File: src/hdl/sdb_pkg.sv
/*
  Shared constants for the serial DMA buffer pointer block: register
  offsets, field positions, reset values and the transmit fetch states.
  Assumes a 16-bit register port addressed at the printed offsets.
*/
`default_nettype none

package sdb_pkg;

  // ------------------------------------------------------------------
  // Widths
  // ------------------------------------------------------------------
  localparam int SDB_AW = 13;
  localparam int SDB_DW = 16;
  localparam int SDB_BW = 8;

  // ------------------------------------------------------------------
  // Register offsets
  // ------------------------------------------------------------------
  localparam logic [15:0] SDB_RX_A_START_OFS = 16'h4400;
  localparam logic [15:0] SDB_RX_A_END_OFS = 16'h4402;
  localparam logic [15:0] SDB_RX_B_START_OFS = 16'h4404;
  localparam logic [15:0] SDB_RX_B_END_OFS = 16'h4406;
  localparam logic [15:0] SDB_TX_A_START_OFS = 16'h4408;
  localparam logic [15:0] SDB_TX_A_END_OFS = 16'h440A;
  localparam logic [15:0] SDB_TX_B_START_OFS = 16'h440C;
  localparam logic [15:0] SDB_TX_B_END_OFS = 16'h440E;
  localparam logic [15:0] SDB_RX_A_FILL_OFS = 16'h4410;
  localparam logic [15:0] SDB_RX_B_FILL_OFS = 16'h4412;
  localparam logic [15:0] SDB_TX_READ_OFS = 16'h4414;
  localparam logic [15:0] SDB_RX_A_ERR_OFS = 16'h441A;
  localparam logic [15:0] SDB_RX_B_ERR_OFS = 16'h441C;
  localparam logic [15:0] SDB_IRQ_STATUS_OFS = 16'h4420;
  localparam logic [15:0] SDB_IRQ_MASK_OFS = 16'h4422;
  localparam logic [15:0] SDB_CTRL_OFS = 16'h4424;
  localparam logic [15:0] SDB_STATE_OFS = 16'h4426;

  // Address registers in index order: rx A, rx B, tx A, tx B
  localparam int SDB_NCFG = 8;
  localparam logic [15:0] SDB_CFG_OFS [SDB_NCFG] = '{
    SDB_RX_A_START_OFS, SDB_RX_A_END_OFS,
    SDB_RX_B_START_OFS, SDB_RX_B_END_OFS,
    SDB_TX_A_START_OFS, SDB_TX_A_END_OFS,
    SDB_TX_B_START_OFS, SDB_TX_B_END_OFS};

  // ------------------------------------------------------------------
  // Fields and reset values
  // ------------------------------------------------------------------
  localparam logic [2:0] SDB_ADDR_TOP = 3'h3;
  localparam logic [2:0] SDB_CNT_TOP = 3'h0;
  localparam logic [12:0] SDB_PTR_RST = 13'h0000;
  localparam logic [12:0] SDB_CFG_RST = 13'h0000;

  // Interrupt events
  localparam int SDB_NEV = 6;
  localparam int SDB_EV_RXA_ULD = 0;
  localparam int SDB_EV_RXB_ULD = 1;
  localparam int SDB_EV_TXA_ULD = 2;
  localparam int SDB_EV_TXB_ULD = 3;
  localparam int SDB_EV_RXA_ERR = 4;
  localparam int SDB_EV_RXB_ERR = 5;

  // Control register bits (write one to act)
  localparam int SDB_CTL_LOAD_RXA = 0;
  localparam int SDB_CTL_LOAD_RXB = 1;
  localparam int SDB_CTL_LOAD_TXA = 2;
  localparam int SDB_CTL_LOAD_TXB = 3;
  localparam int SDB_CTL_RX_RST = 4;
  localparam int SDB_CTL_TX_RST = 5;

  // State register: bits 3:0 loaded rx A, rx B, tx A, tx B
  localparam int SDB_ST_RX_SEL = 4;
  localparam int SDB_ST_TX_SEL = 5;

  typedef enum logic [1:0] {
    SDB_TX_IDLE,
    SDB_TX_READ,
    SDB_TX_WAIT,
    SDB_TX_OFFER
  } sdb_tx_state_t;

endpackage : sdb_pkg

`default_nettype wire

File: src/hdl/sdb_rx_buf.sv
/*
  One receive buffer: fill offset, loaded flag and first error capture.
  Assumes wr is raised only while loaded is high, one byte per pulse.
*/
`default_nettype none

module sdb_rx_buf import sdb_pkg::*; #(
  parameter int AW = SDB_AW
) (
  input wire logic clk,
  input wire logic rstn,
  input wire logic [AW-1:0] start,
  input wire logic [AW-1:0] end_addr,
  input wire logic load,
  input wire logic dma_rst,
  input wire logic wr,
  input wire logic err,
  output logic loaded,
  output logic [AW-1:0] count,
  output logic [AW-1:0] first_err,
  output logic [AW-1:0] addr,
  output logic unload,
  output logic err_hit
);

  logic armed;
  logic last;

  assign addr = AW'(start + count);
  assign last = addr == end_addr;

  // ------------------------------------------------------------------
  // Fill offset
  // ------------------------------------------------------------------
  always_ff @(posedge clk or negedge rstn) begin
    if (!rstn) begin
      count <= SDB_PTR_RST;
      loaded <= 1'b0;
      unload <= 1'b0;
    end else if (dma_rst) begin
      count <= SDB_PTR_RST;
      loaded <= 1'b0;
      unload <= 1'b0;
    end else begin
      unload <= 1'b0;
      if (wr && loaded) begin
        if (last) begin
          count <= SDB_PTR_RST;
          loaded <= 1'b0;
          unload <= 1'b1;
        end else begin
          count <= AW'(count + 1'b1);
        end
      end else if (load) begin
        loaded <= 1'b1;
      end
    end
  end

  // ------------------------------------------------------------------
  // First error capture
  // ------------------------------------------------------------------
  always_ff @(posedge clk or negedge rstn) begin
    if (!rstn) begin
      armed <= 1'b1;
      first_err <= SDB_PTR_RST;
      err_hit <= 1'b0;
    end else if (dma_rst) begin
      armed <= 1'b1;
      first_err <= SDB_PTR_RST;
      err_hit <= 1'b0;
    end else begin
      err_hit <= 1'b0;
      if (load && !loaded) begin
        armed <= 1'b1;
        first_err <= SDB_PTR_RST;
      end else if (wr && loaded && err && armed) begin
        first_err <= count;
        armed <= 1'b0;
        err_hit <= 1'b1;
      end
    end
  end

endmodule : sdb_rx_buf

`default_nettype wire

File: src/hdl/sdb_irq.sv
/*
  Sticky event status with write-one-to-clear, a mask and one level
  interrupt. Assumes events are one-cycle pulses on the same clock.
*/
`default_nettype none

module sdb_irq import sdb_pkg::*; #(
  parameter int N = SDB_NEV
) (
  input wire logic clk,
  input wire logic rstn,
  input wire logic [N-1:0] event_in,
  input wire logic clr_wr,
  input wire logic mask_wr,
  input wire logic [N-1:0] wdata,
  output logic [N-1:0] status,
  output logic [N-1:0] mask,
  output logic irq
);

  // A new event beats a clear arriving in the same cycle
  always_ff @(posedge clk or negedge rstn) begin
    if (!rstn) begin
      status <= '0;
    end else begin
      status <= (status & ~(clr_wr ? wdata : '0)) | event_in;
    end
  end

  always_ff @(posedge clk or negedge rstn) begin
    if (!rstn) begin
      mask <= '0;
    end else if (mask_wr) begin
      mask <= wdata;
    end
  end

  always_ff @(posedge clk or negedge rstn) begin
    if (!rstn) begin
      irq <= 1'b0;
    end else begin
      irq <= |(next_status_m());
    end
  end

  function automatic logic [N-1:0] next_status_m();
    next_status_m = status & mask;
  endfunction : next_status_m

endmodule : sdb_irq

`default_nettype wire

File: src/hdl/sdb_dma_pointers.sv
/*
  Pointer logic of a double-buffered serial DMA: address registers,
  receive fill offsets, transmit read offset, first error capture,
  a receive byte path into RAM and a transmit fetch path out of RAM.
  Assumes the FIFO and RAM sit on clk; RAM read data arrive one cycle
  after the read strobe.
*/
`default_nettype none

module sdb_dma_pointers import sdb_pkg::*; #(
  parameter int AW = SDB_AW,
  parameter int BW = SDB_BW
) (
  input wire logic clk,
  input wire logic rstn,
  input wire logic [15:0] reg_addr,
  input wire logic [SDB_DW-1:0] reg_wdata,
  input wire logic reg_wr,
  input wire logic reg_rd,
  output logic [SDB_DW-1:0] reg_rdata,
  input wire logic rx_valid,
  input wire logic [BW-1:0] rx_data,
  input wire logic rx_err,
  output logic rx_ready,
  output logic ram_wr,
  output logic [AW-1:0] ram_waddr,
  output logic [BW-1:0] ram_wdata,
  output logic ram_rd,
  output logic [AW-1:0] ram_raddr,
  input wire logic [BW-1:0] ram_rdata,
  output logic tx_valid,
  output logic [BW-1:0] tx_data,
  input wire logic tx_ready,
  output logic irq
);

  // ------------------------------------------------------------------
  // Declarations
  // ------------------------------------------------------------------
  logic [AW-1:0] cfg [SDB_NCFG];
  logic ctrl_wr;
  logic [1:0] rx_load;
  logic [1:0] tx_load;
  logic rx_rst;
  logic tx_rst;
  logic [1:0] rx_loaded;
  logic [1:0] rx_wr;
  logic [AW-1:0] rx_count [2];
  logic [AW-1:0] rx_first_err [2];
  logic [AW-1:0] rx_addr [2];
  logic [1:0] rx_unload;
  logic [1:0] rx_err_hit;
  logic rx_sel;
  logic rx_take;
  logic tx_sel;
  logic [1:0] tx_loaded;
  logic [AW-1:0] tx_count;
  logic [AW-1:0] tx_start;
  logic [AW-1:0] tx_end;
  logic [AW-1:0] tx_addr;
  logic [1:0] tx_unload;
  logic tx_take;
  logic tx_last;
  logic tx_fetch;
  sdb_tx_state_t tx_state;
  logic [SDB_NEV-1:0] irq_event;
  logic [SDB_NEV-1:0] irq_status;
  logic [SDB_NEV-1:0] irq_mask;
  logic [SDB_DW-1:0] next_rdata;

  // ------------------------------------------------------------------
  // Address registers
  // ------------------------------------------------------------------
  // Only the low 13 bits are stored; the fixed top bits are read-side.
  for (genvar i = 0; i < SDB_NCFG; i++) begin : g_cfg
    always_ff @(posedge clk or negedge rstn) begin
      if (!rstn) begin
        cfg[i] <= SDB_CFG_RST;
      end else if (reg_wr && reg_addr == SDB_CFG_OFS[i]) begin
        cfg[i] <= reg_wdata[AW-1:0];
      end
    end
  end

  // ------------------------------------------------------------------
  // Control strobes
  // ------------------------------------------------------------------
  assign ctrl_wr = reg_wr && reg_addr == SDB_CTRL_OFS;
  assign rx_load[0] = ctrl_wr && reg_wdata[SDB_CTL_LOAD_RXA];
  assign rx_load[1] = ctrl_wr && reg_wdata[SDB_CTL_LOAD_RXB];
  assign tx_load[0] = ctrl_wr && reg_wdata[SDB_CTL_LOAD_TXA];
  assign tx_load[1] = ctrl_wr && reg_wdata[SDB_CTL_LOAD_TXB];
  assign rx_rst = ctrl_wr && reg_wdata[SDB_CTL_RX_RST];
  assign tx_rst = ctrl_wr && reg_wdata[SDB_CTL_TX_RST];

  // ------------------------------------------------------------------
  // Receive buffers
  // ------------------------------------------------------------------
  for (genvar b = 0; b < 2; b++) begin : g_rx
    sdb_rx_buf #(
      .AW(AW)
    ) u_buf (
      .clk(clk),
      .rstn(rstn),
      .start(cfg[2*b]),
      .end_addr(cfg[2*b+1]),
      .load(rx_load[b]),
      .dma_rst(rx_rst),
      .wr(rx_wr[b]),
      .err(rx_err),
      .loaded(rx_loaded[b]),
      .count(rx_count[b]),
      .first_err(rx_first_err[b]),
      .addr(rx_addr[b]),
      .unload(rx_unload[b]),
      .err_hit(rx_err_hit[b])
    );
    assign rx_wr[b] = rx_take && (rx_sel == 1'(b));
  end

  // Stall the FIFO whenever the selected buffer is not loaded
  assign rx_ready = rx_loaded[rx_sel];
  assign rx_take = rx_valid && rx_ready;

  // Hand over to the other buffer once the current one stops taking
  always_ff @(posedge clk or negedge rstn) begin
    if (!rstn) begin
      rx_sel <= 1'b0;
    end else if (rx_rst) begin
      rx_sel <= 1'b0;
    end else if (rx_take && rx_addr[rx_sel] == cfg[2*rx_sel+1]) begin
      rx_sel <= ~rx_sel;
    end else if (!rx_loaded[rx_sel] && rx_loaded[~rx_sel]) begin
      rx_sel <= ~rx_sel;
    end
  end

  // Registered RAM write: the byte lands one cycle after acceptance
  always_ff @(posedge clk or negedge rstn) begin
    if (!rstn) begin
      ram_wr <= 1'b0;
      ram_waddr <= SDB_PTR_RST;
      ram_wdata <= '0;
    end else begin
      ram_wr <= rx_take;
      if (rx_take) begin
        ram_waddr <= rx_addr[rx_sel];
        ram_wdata <= rx_data;
      end
    end
  end

  // ------------------------------------------------------------------
  // Transmit pointer
  // ------------------------------------------------------------------
  assign tx_start = tx_sel ? cfg[6] : cfg[4];
  assign tx_end = tx_sel ? cfg[7] : cfg[5];
  assign tx_addr = AW'(tx_start + tx_count);
  assign tx_take = tx_valid && tx_ready;
  assign tx_last = tx_take && tx_addr == tx_end;
  assign tx_fetch = tx_state == SDB_TX_IDLE && tx_loaded[tx_sel];

  // Loaded flags; a taken end byte unloads the buffer it came from
  always_ff @(posedge clk or negedge rstn) begin
    if (!rstn) begin
      tx_loaded <= 2'h0;
      tx_unload <= 2'h0;
    end else if (tx_rst) begin
      tx_loaded <= 2'h0;
      tx_unload <= 2'h0;
    end else begin
      tx_unload <= 2'h0;
      tx_loaded <= tx_loaded | tx_load;
      if (tx_last) begin
        tx_loaded[tx_sel] <= 1'b0;
        tx_unload[tx_sel] <= 1'b1;
      end
    end
  end

  always_ff @(posedge clk or negedge rstn) begin
    if (!rstn) begin
      tx_count <= SDB_PTR_RST;
    end else if (tx_rst || tx_last) begin
      tx_count <= SDB_PTR_RST;
    end else if (tx_take) begin
      tx_count <= AW'(tx_count + 1'b1);
    end
  end

  // Switch only between bytes, so a fetch in flight keeps its buffer
  always_ff @(posedge clk or negedge rstn) begin
    if (!rstn) begin
      tx_sel <= 1'b0;
    end else if (tx_rst) begin
      tx_sel <= 1'b0;
    end else if (tx_last) begin
      tx_sel <= ~tx_sel;
    end else if (tx_state == SDB_TX_IDLE && !tx_loaded[tx_sel]
                 && tx_loaded[~tx_sel]) begin
      tx_sel <= ~tx_sel;
    end
  end

  // ------------------------------------------------------------------
  // Transmit fetch
  // ------------------------------------------------------------------
  // One byte in flight at a time: simple, and the FIFO rate is far
  // below four clock cycles per byte.
  always_ff @(posedge clk or negedge rstn) begin
    if (!rstn) begin
      tx_state <= SDB_TX_IDLE;
    end else if (tx_rst) begin
      tx_state <= SDB_TX_IDLE;
    end else begin
      unique case (tx_state)
        SDB_TX_IDLE: begin
          if (tx_fetch) begin
            tx_state <= SDB_TX_READ;
          end
        end
        SDB_TX_READ: begin
          tx_state <= SDB_TX_WAIT;
        end
        SDB_TX_WAIT: begin
          tx_state <= SDB_TX_OFFER;
        end
        SDB_TX_OFFER: begin
          if (tx_ready) begin
            tx_state <= SDB_TX_IDLE;
          end
        end
      endcase
    end
  end

  // The read address stands until the next fetch
  always_ff @(posedge clk or negedge rstn) begin
    if (!rstn) begin
      ram_rd <= 1'b0;
      ram_raddr <= SDB_PTR_RST;
    end else if (tx_rst) begin
      ram_rd <= 1'b0;
    end else begin
      ram_rd <= tx_fetch;
      if (tx_fetch) begin
        ram_raddr <= tx_addr;
      end
    end
  end

  // RAM data are taken the cycle after the read and held until taken
  always_ff @(posedge clk or negedge rstn) begin
    if (!rstn) begin
      tx_valid <= 1'b0;
      tx_data <= '0;
    end else if (tx_rst) begin
      tx_valid <= 1'b0;
    end else if (tx_state == SDB_TX_WAIT) begin
      tx_data <= ram_rdata;
      tx_valid <= 1'b1;
    end else if (tx_take) begin
      tx_valid <= 1'b0;
    end
  end

  // ------------------------------------------------------------------
  // Interrupts
  // ------------------------------------------------------------------
  assign irq_event[SDB_EV_RXA_ULD] = rx_unload[0];
  assign irq_event[SDB_EV_RXB_ULD] = rx_unload[1];
  assign irq_event[SDB_EV_TXA_ULD] = tx_unload[0];
  assign irq_event[SDB_EV_TXB_ULD] = tx_unload[1];
  assign irq_event[SDB_EV_RXA_ERR] = rx_err_hit[0];
  assign irq_event[SDB_EV_RXB_ERR] = rx_err_hit[1];

  sdb_irq #(
    .N(SDB_NEV)
  ) u_irq (
    .clk(clk),
    .rstn(rstn),
    .event_in(irq_event),
    .clr_wr(reg_wr && reg_addr == SDB_IRQ_STATUS_OFS),
    .mask_wr(reg_wr && reg_addr == SDB_IRQ_MASK_OFS),
    .wdata(reg_wdata[SDB_NEV-1:0]),
    .status(irq_status),
    .mask(irq_mask),
    .irq(irq)
  );

  // ------------------------------------------------------------------
  // Register read
  // ------------------------------------------------------------------
  // Offset registers have no write path at all, so writes are ignored.
  always_comb begin
    next_rdata = '0;
    for (int i = 0; i < SDB_NCFG; i++) begin
      if (reg_addr == SDB_CFG_OFS[i]) begin
        next_rdata = {1'b0, SDB_ADDR_TOP[1:0], cfg[i]};
      end
    end
    unique case (reg_addr)
      SDB_RX_A_FILL_OFS: next_rdata = {SDB_CNT_TOP, rx_count[0]};
      SDB_RX_B_FILL_OFS: next_rdata = {SDB_CNT_TOP, rx_count[1]};
      SDB_TX_READ_OFS: next_rdata = {SDB_CNT_TOP, tx_count};
      SDB_RX_A_ERR_OFS: next_rdata = {SDB_CNT_TOP, rx_first_err[0]};
      SDB_RX_B_ERR_OFS: next_rdata = {SDB_CNT_TOP, rx_first_err[1]};
      SDB_IRQ_STATUS_OFS: next_rdata = 16'(irq_status);
      SDB_IRQ_MASK_OFS: next_rdata = 16'(irq_mask);
      SDB_STATE_OFS: begin
        next_rdata[3:0] = {tx_loaded, rx_loaded};
        next_rdata[SDB_ST_RX_SEL] = rx_sel;
        next_rdata[SDB_ST_TX_SEL] = tx_sel;
      end
      default: begin
      end
    endcase
  end

  // Read data stand only in the cycle after the strobe
  always_ff @(posedge clk or negedge rstn) begin
    if (!rstn) begin
      reg_rdata <= '0;
    end else begin
      reg_rdata <= reg_rd ? next_rdata : '0;
    end
  end

endmodule : sdb_dma_pointers

`default_nettype wire

File: config.mk
export PLATFORM = sky130hd
export DESIGN_NAME = sdb_dma_pointers
export DESIGN_NICKNAME = d
export VERILOG_FILES = /design/src/hdl/sdb_pkg.sv /design/src/hdl/sdb_rx_buf.sv /design/src/hdl/sdb_irq.sv /design/src/hdl/sdb_dma_pointers.sv
export SDC_FILE = /design/constraint.sdc
export NUM_CORES = 1
export LEC_CHECK = 0
export BUFFER_PORTS_ARGS = -buffer_cell sky130_fd_sc_hd__buf_2
export CELL_PAD_IN_SITES_DETAIL_PLACEMENT = 1
export CELL_PAD_IN_SITES_GLOBAL_PLACEMENT = 2
export CORE_MARGIN = 10
export CORE_UTILIZATION = 40
export DETAILED_ROUTE_END_ITERATION = 12
export PLACE_DENSITY = 0.84
export SLEW_MARGIN = 15
export SYNTH_ARGS = -nofsm -noshare
export SYNTH_HDL_FRONTEND = slang
export SYNTH_HIERARCHICAL = 1
export SYNTH_SLANG_ARGS = --single-unit
File: constraint.sdc
create_clock -name clk -period 5.5 [get_ports clk]
set_input_delay 0.55 -clock clk [delete_from_list [all_inputs] [get_ports clk]]
set_output_delay 0.55 -clock clk [all_outputs]
set_load 0.01 [all_outputs]
### Yosys cells after proc, flatten, opt, wreduce, memory -nomap -nowiden

Cells that the tools add are included.

| storage, ports and cells | value |
|---|---|
| register bits after elaboration | 259 |
| memories | 0 |
| output and inout port bits | 63 |
| ROM bits | 0 |
| word-level logic and storage cells | 238 |
| bits of input ports | 55 |
| latch bits | 0 |
| bits in writable memories | 0 |

| operators by class | value |
|---|---|
| shift-type cells | 0 |
| divide/modulo/power cells | 0 |
| add/subtract/negate cells | 7 |
| multiplexer cells | 88 |
| equal/unequal tests | 28 |
| bitwise gates (word level) | 12 |
| multiply operators | 0 |
| magnitude comparators | 7 |
| reductions and logical operators | 59 |

Operators with widths:

| operator | number |
|---|---|
| $mux 13 | 21 |
| $eq 16x15->1 const B | 17 |
| $mux 16 | 8 |
| $pmux 10 s6 | 1 |
| $eq 13x13->1 | 4 |
| $pmux 6 s8 | 1 |
| $mux 1 | 45 |
| $add 13x1->13 const B | 3 |
| $add 13x13->13 | 3 |
| $bmux 13 s3 | 1 |
| $logic_and 1x1->1 | 36 |
| $ge 33x4->1 const B | 1 |
| $not 3->33 | 1 |
| $reduce_bool 3->1 | 7 |
| $mux 15 | 1 |
| $mux 2 | 7 |
| $and 6x6->6 | 2 |
| $reduce_and 2->1 | 5 |
| $lt 1x2->1 const B | 4 |
| $pmux 2 s4 | 1 |
| $mux 6 | 1 |
| $ne 3x3->1 const B | 2 |
| $not 6->6 | 1 |
| $or 6x6->6 | 1 |
| other kinds (19) | 27 |

### Logic depth before layout (Yosys ltp)

Gate-level depths: netlist of the first run.

| depth | value |
|---|---|
| depth after elaboration | 11 |
| mapped depth | 18 |
| mapped depth without buffers | 13 |

### Cells and area by module

The synthesis of the first run kept the hierarchy.

Modules (own cells, without submodules):

| module | times used | seq. area each (µm²) | area an instance (µm²) | cells each |
|---|---|---|---|---|
| sdb_dma_pointers | 1 | 4604.4 | 10072.2 | 911 |
| sdb_rx_buf at g_rx[1].u_buf | 1 | 752.0 | 2409.8 | 258 |
| sdb_rx_buf at g_rx[0].u_buf | 1 | 752.0 | 2401.1 | 256 |
| sdb_irq | 1 | 325.3 | 521.8 | 36 |

### Worst setup path after synthesis of the first run

OpenSTA, ideal clock, no wires.

| timing | value |
|---|---|
| kind | flip-flop to flip-flop |
| start | register tx_sel |
| end | register tx_count[10] |
| library setup time | 0.139 ns |
| path slack | 1.095 ns |
| path buffers | 6 |
| cell stages (with the launch flop) | 19 |
| data required time | 5.361 ns |
| arrival | 4.266 ns |
| clock period less this slack | 4.405 ns |
| path through | dfrtp_1 buf_6 buf_2 clkbuf_1 buf_1 mux2_2 ha_1 inv_1 fa_1 nor2b_1 o2111ai_2 and4_1 a311o_1 or4_1 or4_1 buf_4 nor2_8 buf_8 nor3_2 |

| between the ends | value |
|---|---|
| cells in the longest elaborated chain, start to end | 6 |
| elaborated cells on any way between the ends | 8 |
| those cells by class | add/sub: 1; eq/ne: 1; mux: 3; reduce/logical: 3 |

Ends and longest elaborated chain:

| item | RTL line | RTL |
|---|---|---|
| from (decl) | sdb_dma_pointers.sv:55 | `logic tx_sel;` |
| from (signal assigned) | sdb_dma_pointers.sv:198 | `tx_sel <= ~tx_sel;` |
| from (signal assigned) | sdb_dma_pointers.sv:201 | `tx_sel <= ~tx_sel;` |
| $mux 13 | sdb_dma_pointers.sv:156 | `assign tx_start = tx_sel ? cfg[6] : cfg[4];` |
| $add 13x13->13 | sdb_dma_pointers.sv:158 | `assign tx_addr = AW'(tx_start + tx_count);` |
| $eq 13x13->1 * | sdb_dma_pointers.sv:160 | `assign tx_last = tx_take && tx_addr == tx_end;` |
| $logic_and 1x1->1 * | sdb_dma_pointers.sv:160 |  |
| $logic_or 1x1->1 * | sdb_dma_pointers.sv:184 | `end else if (tx_rst \|\| tx_last) begin` |
| $mux 13 / $reduce_bool 2->1 (equally long branches) | n/a |  |
| to (signal assigned) | sdb_dma_pointers.sv:187 | `tx_count <= AW'(tx_count + 1'b1);` |
| to (decl) | sdb_dma_pointers.sv:57 | `logic [AW-1:0] tx_count;` |

Mark *: on every way between the ends. The rest lies on a longest branch, timed or not.
A chain may end at the register's enable or synchronous reset.

### Worst setup path after layout of the first run

| timing | value |
|---|---|
| start | register tx_sel |
| end | register tx_loaded[1] |

| between the ends | value |
|---|---|
| cells in the longest elaborated chain, start to end | 8 |
| elaborated cells on any way between the ends | 14 |
| those cells by class | add/sub: 1; order compare: 2; eq/ne: 1; mux: 6; bitwise: 2; reduce/logical: 2 |

Ends and longest elaborated chain:

| item | RTL line | RTL |
|---|---|---|
| parallel branches: the longest is 6 deep, another holds $add 13x13->13 | n/a |  |
| $mux 2 * | sdb_dma_pointers.sv:174 | `if (tx_last) begin` |
| $mux 2 * | sdb_dma_pointers.sv:168 | `end else if (tx_rst) begin` |
| to (signal assigned) | sdb_dma_pointers.sv:173 | `tx_loaded <= tx_loaded \| tx_load;` |
| to (decl) | sdb_dma_pointers.sv:56 | `logic [1:0] tx_loaded;` |

Every way passes the cells marked *.

==> flow_metrics.py, run 1 <==
metrics = {
    "grt": {
        "track_usage": 0.218,
        "grt_antenna_before_repair": 0,
        "grt_pass1_wl_um": 80700,
        "overflow": 0,
        "grt_pass1_vias": 13016,
        "grt_start_max_net_pins": 167,
    },
    "synthesis": {
        "synth.top_cell.area_share": 0.414,
        "ys.flop_type": "dfrtp_1",
        "postSynthCellCount": 1461,
        "synth_seq_area_share": 0.418,
        "synth_nets": 1561,
        "ys_warn_count": 6,
        "synth_area_leaders": "dfrtp_1 41%, mux2_2 9.6%, ha_1 3.4%",
        "synth_area_sq_um": 15400,
        "synth_edf_count": 0,
        "postSynthAreaPerCell_sq_um": 10.5,
        "synth_seq_cells": 257,
        "synth_largest_area_cell": "dfrtp_1",
        "async_reset_ff_frac": 1.00,
        "synth.distinct_cells": 102,
    },
    "detailed_routing": {
        "vias": 12636,
        "first_iter_violations": 1091,
        "wl_um": 52400,
        "ant_nets": 0,
        "drt_pass1_iterations": 8,
        "via_per_inst": 6.07,
        "drc": 0,
        "avgRoutedWirePerCell_um": 25.2,
    },
    "placed_design": {
        "io_buffers": 113,
        "gp_routability_congestion": 0.921,
        "dp_hpwl_um": 38400,
    },
    "sta": {
        "rsz0062_at_grt": "no",
        "slew_violations": 0,
        "fmax_ghz": 0.219,
        "holdWs_ns": -0.0216,
        "skew_ns": 0.0123,
        "hold_violations": 5,
        "max_slew_margin": 0.237,
        "fin_crit_sh": 0.831,
        "worstMarginPinSlew_ns": 1.14,
        "final.setup.tns_ns": 0,
        "fin_crit_ns": 4.57,
        "setup_viol": 0,
    },
    "power": {
        "power.density_nw_per_um2": 267,
        "leakagePower_nw": 8.36,
        "vdd_ir_drop_max_mv": 0.228,
        "finalPower_mw": 4.66,
    },
    "worst_setup_path": {
        "crit_family": "simple AND/OR/NAND/NOR gates",
        "slowest_stage": "dfrtp_1",
        "crit_buf_inv": 1,
        "cp-startpoint": "tx_sel",
        "cp-endpoint": "tx_loaded[1]",
        "r2r_end": "tx_loaded[1]",
        "arrival_ns": 5.00,
        "r2r_setup_slack_ns": 0.93,
        "r2r_start": "tx_sel",
        "cp_common_cell": "or4_1",
        "start_kind": "register",
        "worstPathRequired_ns": 5.92,
        "r2r_cells": 11,
        "path_depth": 11,
        "crit_fanout": 14,
        "criticalPathCategory": "reg -> reg",
        "crit_chain": "buf_4 > mux2_2 > ha_1 > nand3_1 > o22ai_1 > mux2i_1 > a21oi_1 > or4_1 > or4_1 > nor2_8 > a211oi_1",
        "cp-end-kind": "register",
        "slowest_delay_ns": 0.71,
    },
    "hold_path": {
        "hp-class": "in -> async",
    },
    "clock_network": {
        "post-cts-setup-buffers": 0,
        "cts_tree": "done",
        "cts-root-buf": "clkbuf_16",
        "cts_max_level": 1,
        "clockBufferDepth": 3,
        "clk_pin_slew_ns": 0.07,
        "cts_resized": 0,
        "cts_sinks": 257,
        "clk_latency_ns": 0.58,
        "cts_hold_buf": 0,
        "cts_buffers": 30,
    },
    "floorplan": {
        "core_area_sq_um": 37800,
        "die_x_um": 216,
        "start_util": 0.407,
        "ios": 118,
        "dieHeight_um": 216,
        "row_count": 71,
        "dieArea_sq_um": 46800,
    },
    "finish": {
        "layout-drive-gt1-share": 0.247,
        "area_delta_synth_final_pct": 13.4,
        "antennaDiodeCount": 0,
        "final_nets": 1648,
    },
    "status": {
        "violations": "hold timing",
        "status": "finished, violations left",
    },
    "job": {
        "cap_violations": 0,
    },
}
## logic make-up (layout without fill, tap and decap cells)
group / after synthesis / after routing / share of synthesized area
AO/OA/AOI/OAI: 327 / 327 / 0.162
XOR/XNOR: 111 / 111 / 0.0690
adder cells (fa/ha/maj): 45 / 45 / 0.0380
buffers and inverters: 106 / 217 / 0.0318
flip-flops: 257 / 257 / 0.418
multiplexers: 177 / 177 / 0.128
other: 1 / 1 / 0.000243
AND/OR/NAND/NOR: 437 / 437 / 0.153
## cells in the mapped netlist, drive strengths merged (37+ instances only)
library cell	n
dfrtp	255
xor2	49
o21ai	55
nand3	42
xnor2	56
buf	40
clkbuf	37
ha	42
nand2	128
a22o	37
mux2	142
a21oi	39
nor2	81
## metrics by stage
stage	worst slack, ns	instances	cell area [sq um]	util
after CTS	0.979	2083	17500	0.462
final	0.928	2083	17500	0.462
after floorplan	1.10	1461	15400	-
after global placement	1.05	2027	16400	0.434
after detailed placement	0.991	2027	16400	0.434
after global routing	0.697	2083	17500	0.462
## cell type report
cell class                 count  area (sq um)
timing repair buffer         132           731
fill                        4220         20400
clock buffer                  39           866
clock inverter                17           199
tap                          511           639
multi-input combinational   1098          8500
sequential                   257          6430
inverter                      29           109
## worst min path at each step
stage | start | end | depth (start not counted)
2_1_floorplan | rstn | cfg[0] | 0
3_3_place_gp | g_rx[0].u_buf/err_hit | u_irq/status[4] | 1
3_5_place_dp | g_rx[1].u_buf/err_hit | u_irq/status[5] | 1
4_1_cts | rstn | ram_waddr[1] | 1
5_1_grt | rstn | ram_waddr[1] | 1
6_report | rstn | ram_waddr[1] | 1
## flip-flops by register name (all words and copies together), names as in the netlist, 8 cells and up
register,cells
cfg,104
g_rx.u_buf/count,26
g_rx.u_buf/first_err,26
ram_raddr,13
ram_waddr,13
ram_wdata,8
reg_rdata,14
tx_count,13
tx_data,8
## metal layers
metal,vias to the layer above,GRT usage,part of all wire
li1,5639,-,-
met5,-,0,0
met2,360,0.349,0.47
met3,71,0.0348,0.058
met4,0,0.0545,0.021
met1,6566,0.301,0.46
## cells in the final DEF (no fill, tap or decap), drive strengths merged, types with 19 or more instances in the layout
master | netlist | layout
buf | 40 | 132
nand4 | 23 | 23
a222oi | 25 | 25
clkbuf | 37 | 39
a21o | 19 | 19
xnor2 | 56 | 56
o21ai | 55 | 55
nor2 | 81 | 81
xor2 | 49 | 49
a21oi | 39 | 39
dfrtp | 255 | 255
nor3 | 33 | 33
mux2 | 142 | 142
and3 | 34 | 34
inv | 28 | 29
a22o | 37 | 37
mux2i | 35 | 35
ha | 42 | 42
nand2 | 128 | 128
nand3 | 42 | 42
## where the power goes
| part | leakage, nW | switching, mW | internal [mW] |
|---|---|---|---|
| clock network | 0.520 | 0.860 | 1.29 |
| registers | 3.54 | 0.0830 | 1.96 |
| logic | 4.29 | 0.275 | 0.196 |
No activity file was read; power rests on OpenSTA's default activity.
==> run 2, diff against run 1 <==
--- a/config.mk
+++ b/config.mk
@@ -5,11 +5,12 @@
 export SDC_FILE = /design/constraint.sdc
 export NUM_CORES = 1
 export LEC_CHECK = 0
+export ABC_AREA = 1
 export BUFFER_PORTS_ARGS = -buffer_cell sky130_fd_sc_hd__buf_2
 export CELL_PAD_IN_SITES_DETAIL_PLACEMENT = 1
 export CELL_PAD_IN_SITES_GLOBAL_PLACEMENT = 2
 export CORE_MARGIN = 10
-export CORE_UTILIZATION = 40
+export CORE_UTILIZATION = 35
 export DETAILED_ROUTE_END_ITERATION = 12
 export PLACE_DENSITY = 0.84
 export SLEW_MARGIN = 15
==> constraint.sdc (replaced) <==
create_clock -name clk -period 4.78 [get_ports clk]
set_input_delay 0.478 -clock clk [delete_from_list [all_inputs] [get_ports clk]]
set_output_delay 0.478 -clock clk [all_outputs]
set_load 0.01 [all_outputs]
==> run 2 against run 1 <==
Against the previous run:
- the flow now finishes without violations
- clock skew decreased by 0.00096 ns
- sequential share of layout area decreased by 1.9 points
- sequential power increased by 17%
- global-route usage about the same
- power increased by 21%
- via count increased by 24%
==> flow_metrics.py, run 2 <==
metrics = {
    "synthesis": {
        "synth_seq_area_share": 0.397,
        "ys.flop_type": "dfrtp_1",
        "synth.distinct_cells": 54,
        "synth_xor_area_frac": 0.0274,
        "async_reset_ff_frac": 1.00,
        "synth_mux_area_frac": 0.0105,
        "synth_compound_area_frac": 0.117,
        "synth_largest_area_cell": "dfrtp_1",
        "synth_nets": 2385,
        "synth_commonest_cells": "725 x nand2_1, 286 x inv_1, 255 x dfrtp_1",
        "synth_area_leaders": "dfrtp_1 39%, nand2_1 17%, inv_1 6.6%",
        "postSynthAreaPerCell_sq_um": 7.10,
        "synth_top_family_by_area": "simple AND/OR/NAND/NOR gates",
        "postSynthCellCount": 2285,
        "ys_warn_count": 6,
        "synth_area_sq_um": 16200,
        "synth_seq_cells": 257,
        "synth.most_common_cell": "nand2_1",
        "yosys.area_share.simple": 0.324,
        "synth_edf_count": 0,
        "synth.top_cell.area_share": 0.393,
        "yosys.area_share.adder": 0.0361,
    },
    "finish": {
        "largest_reg_flops": 104,
        "largest_registers": "cfg x104, g_rx.u_buf/count x26, g_rx.u_buf/first_err x26",
        "regMostFlops": "cfg",
        "area_delta_synth_final_pct": 13.7,
        "final_common_cell": "nand2_1",
        "final_nets": 2485,
        "layout-drive-gt1-share": 0.120,
        "final_cell_mix": "725 x nand2_1, 286 x inv_1, 255 x dfrtp_1",
        "stdcell_area_sq_um": 18400,
    },
    "status": {
        "status": "complete, no violations",
    },
    "clock_network": {
        "clk_latency_ns": 0.59,
        "cts_hold_buf": 1,
        "post-cts-setup-buffers": 0,
        "cts_buffers": 31,
        "cts_resized": 0,
        "clk_pin_slew_ns": 0.06,
        "cts_max_level": 1,
        "cts_tree": "done",
        "cts-root-buf": "clkbuf_16",
        "clockBufferDepth": 3,
        "cts_sinks": 257,
    },
    "sta": {
        "final.setup.tns_ns": 0,
        "rsz0062_at_grt": "no",
        "fmax_ghz": 0.256,
        "fin_crit_ns": 3.90,
        "fin_crit_sh": 0.816,
        "skew_ns": 0.0114,
        "max_slew_margin": 0.200,
        "setup_viol": 0,
        "hold_violations": 0,
        "slew_violations": 0,
        "worstMarginPinSlew_ns": 1.20,
    },
    "detailed_routing": {
        "wl_um": 61900,
        "via_per_inst": 5.19,
        "vias": 15613,
        "first_iter_violations": 961,
        "avgRoutedWirePerCell_um": 20.6,
        "ant_nets": 0,
        "drc": 0,
        "drt_pass1_iterations": 5,
    },
    "grt": {
        "grt_antenna_before_repair": 1,
        "track_usage": 0.218,
        "grt_start_max_net_pins": 94,
        "overflow": 0,
        "grt_pass1_wl_um": 95800,
        "grt_pass1_vias": 16065,
    },
    "floorplan": {
        "dieArea_sq_um": 55400,
        "core_area_sq_um": 45600,
        "row_count": 78,
        "die_x_um": 235,
        "dieHeight_um": 235,
        "ios": 118,
        "start_util": 0.356,
    },
    "placed_design": {
        "gp_routability_congestion": 0.935,
        "io_buffers": 113,
        "dp_hpwl_um": 48100,
        "postPlaceCellArea_sq_um": 17400,
    },
    "hold_path": {
        "hp-class": "in -> reg",
        "hp-start": "rx_data[4]",
        "min_path_cells": 3,
    },
    "worst_setup_path": {
        "criticalPathCategory": "reg -> reg",
        "cp_common_cell": "nand2_1",
        "slowest_stage": "nand2_1",
        "r2r_start": "tx_sel",
        "arrival_ns": 4.36,
        "crit_chain": "buf_4 > buf_4 > o21ai_0 > ha_1 > nand2_1 > inv_1 > a21oi_1 > nand2_1 > nand2_1 > nand3b_1 > nand2_1 > nand3_1 > nor2_1 > nand3_1 > nand2_1 > nor2_1",
        "crit_family": "simple AND/OR/NAND/NOR gates",
        "cp-startpoint": "tx_sel",
        "crit_fanout": 25,
        "cp-end-kind": "register",
        "start_kind": "register",
        "path_depth": 16,
        "crit_buf_inv": 3,
        "r2r_cells": 16,
        "slowest_delay_ns": 0.42,
        "worstPathRequired_ns": 5.24,
    },
    "power": {
        "p_int_mw": 4.05,
        "clock_power_share": 0.449,
        "leakagePower_nw": 9.19,
        "seq_power_share": 0.424,
        "vdd_ir_drop_max_mv": 0.284,
        "power.density_nw_per_um2": 305,
        "netSwitchingPower_mw": 1.58,
        "power.share.switching": 0.281,
        "combPwrFrac": 0.126,
    },
    "job": {
        "cap_violations": 0,
    },
}
==> run 2: final timing paths <==
check                      slack (ns)              end
setup / recovery                 0.88     tx_count[10]
hold / removal                   0.08     ram_wdata[4]
setup reg to reg                 0.88     tx_count[10]
hold reg to reg                  0.43  u_irq/status[2]
max in group asynchronous        3.16       tx_data[0]
min in group asynchronous        0.44     ram_wdata[1]
==> run 2: cells by family (layout without fill, tap and decap cells) <==
logic type / Yosys count / in the layout
compound gates: 347 / 347
xor+xnor: 46 / 46
fa+ha+maj: 45 / 45
buf+inv: 359 / 483
flops: 257 / 257
mux: 16 / 16
other cells: 1 / 2
simple gates: 1214 / 1214
==> run 2: worst min-delay path, cell delays in order <==
cell and delay [ns]:
buf_2 0.08, nand2_1 0.04, nand2_1 0.04
==> run 2: layer usage <==
layer / global-route usage / wire length (um) / vias up
met5: 0 / 0 / -
met4: 0.0660 / 1790 / 0
met3: 0.0321 / 3180 / 86
met2: 0.350 / 28300 / 319
met1: 0.297 / 28600 / 7678
li1: - / - / 7530
==> run 2: layout make-up <==
cell class,instances,area [sq um]
Antenna cell,1,2.50
Timing Repair Buffer,128,703
Sequential cell,257,6430
Multi-Input combinational cell,1669,8360
Clock buffer,43,891
Tap cell,600,751
Fill cell,5790,27100
Clock inverter,14,185
Inverter,298,1120
==> run 2: power groups by stage <==
| stage | sequential (mW) | clock (mW) | combinational [mW] |
|---|---|---|---|
| 6_report | 2.39 | 2.53 | 0.712 |
| 3_5_place_dp | 2.43 | 0 | 0.721 |
| 4_1_cts | 2.39 | 2.58 | 0.726 |
| 3_3_place_gp | 2.42 | 0 | 0.699 |
| 2_1_floorplan | 2.44 | 0 | 0.362 |
| 5_1_grt | 2.40 | 2.68 | 0.801 |
==> run 2: metrics by stage <==
step                      hold WS, ns  setup WS, ns  power [mW]  cells  utilization
after floorplan                 0.182          1.61        2.80   2285            -
after global placement          0.414          1.08        3.12   2951        0.381
after detailed placement        0.422         0.915        3.15   2951        0.381
after CTS                      0.0652         0.927        5.69   3009        0.405
after global routing           0.0858         0.503        5.89   3009        0.405
final                          0.0808         0.881        5.63   3010        0.405
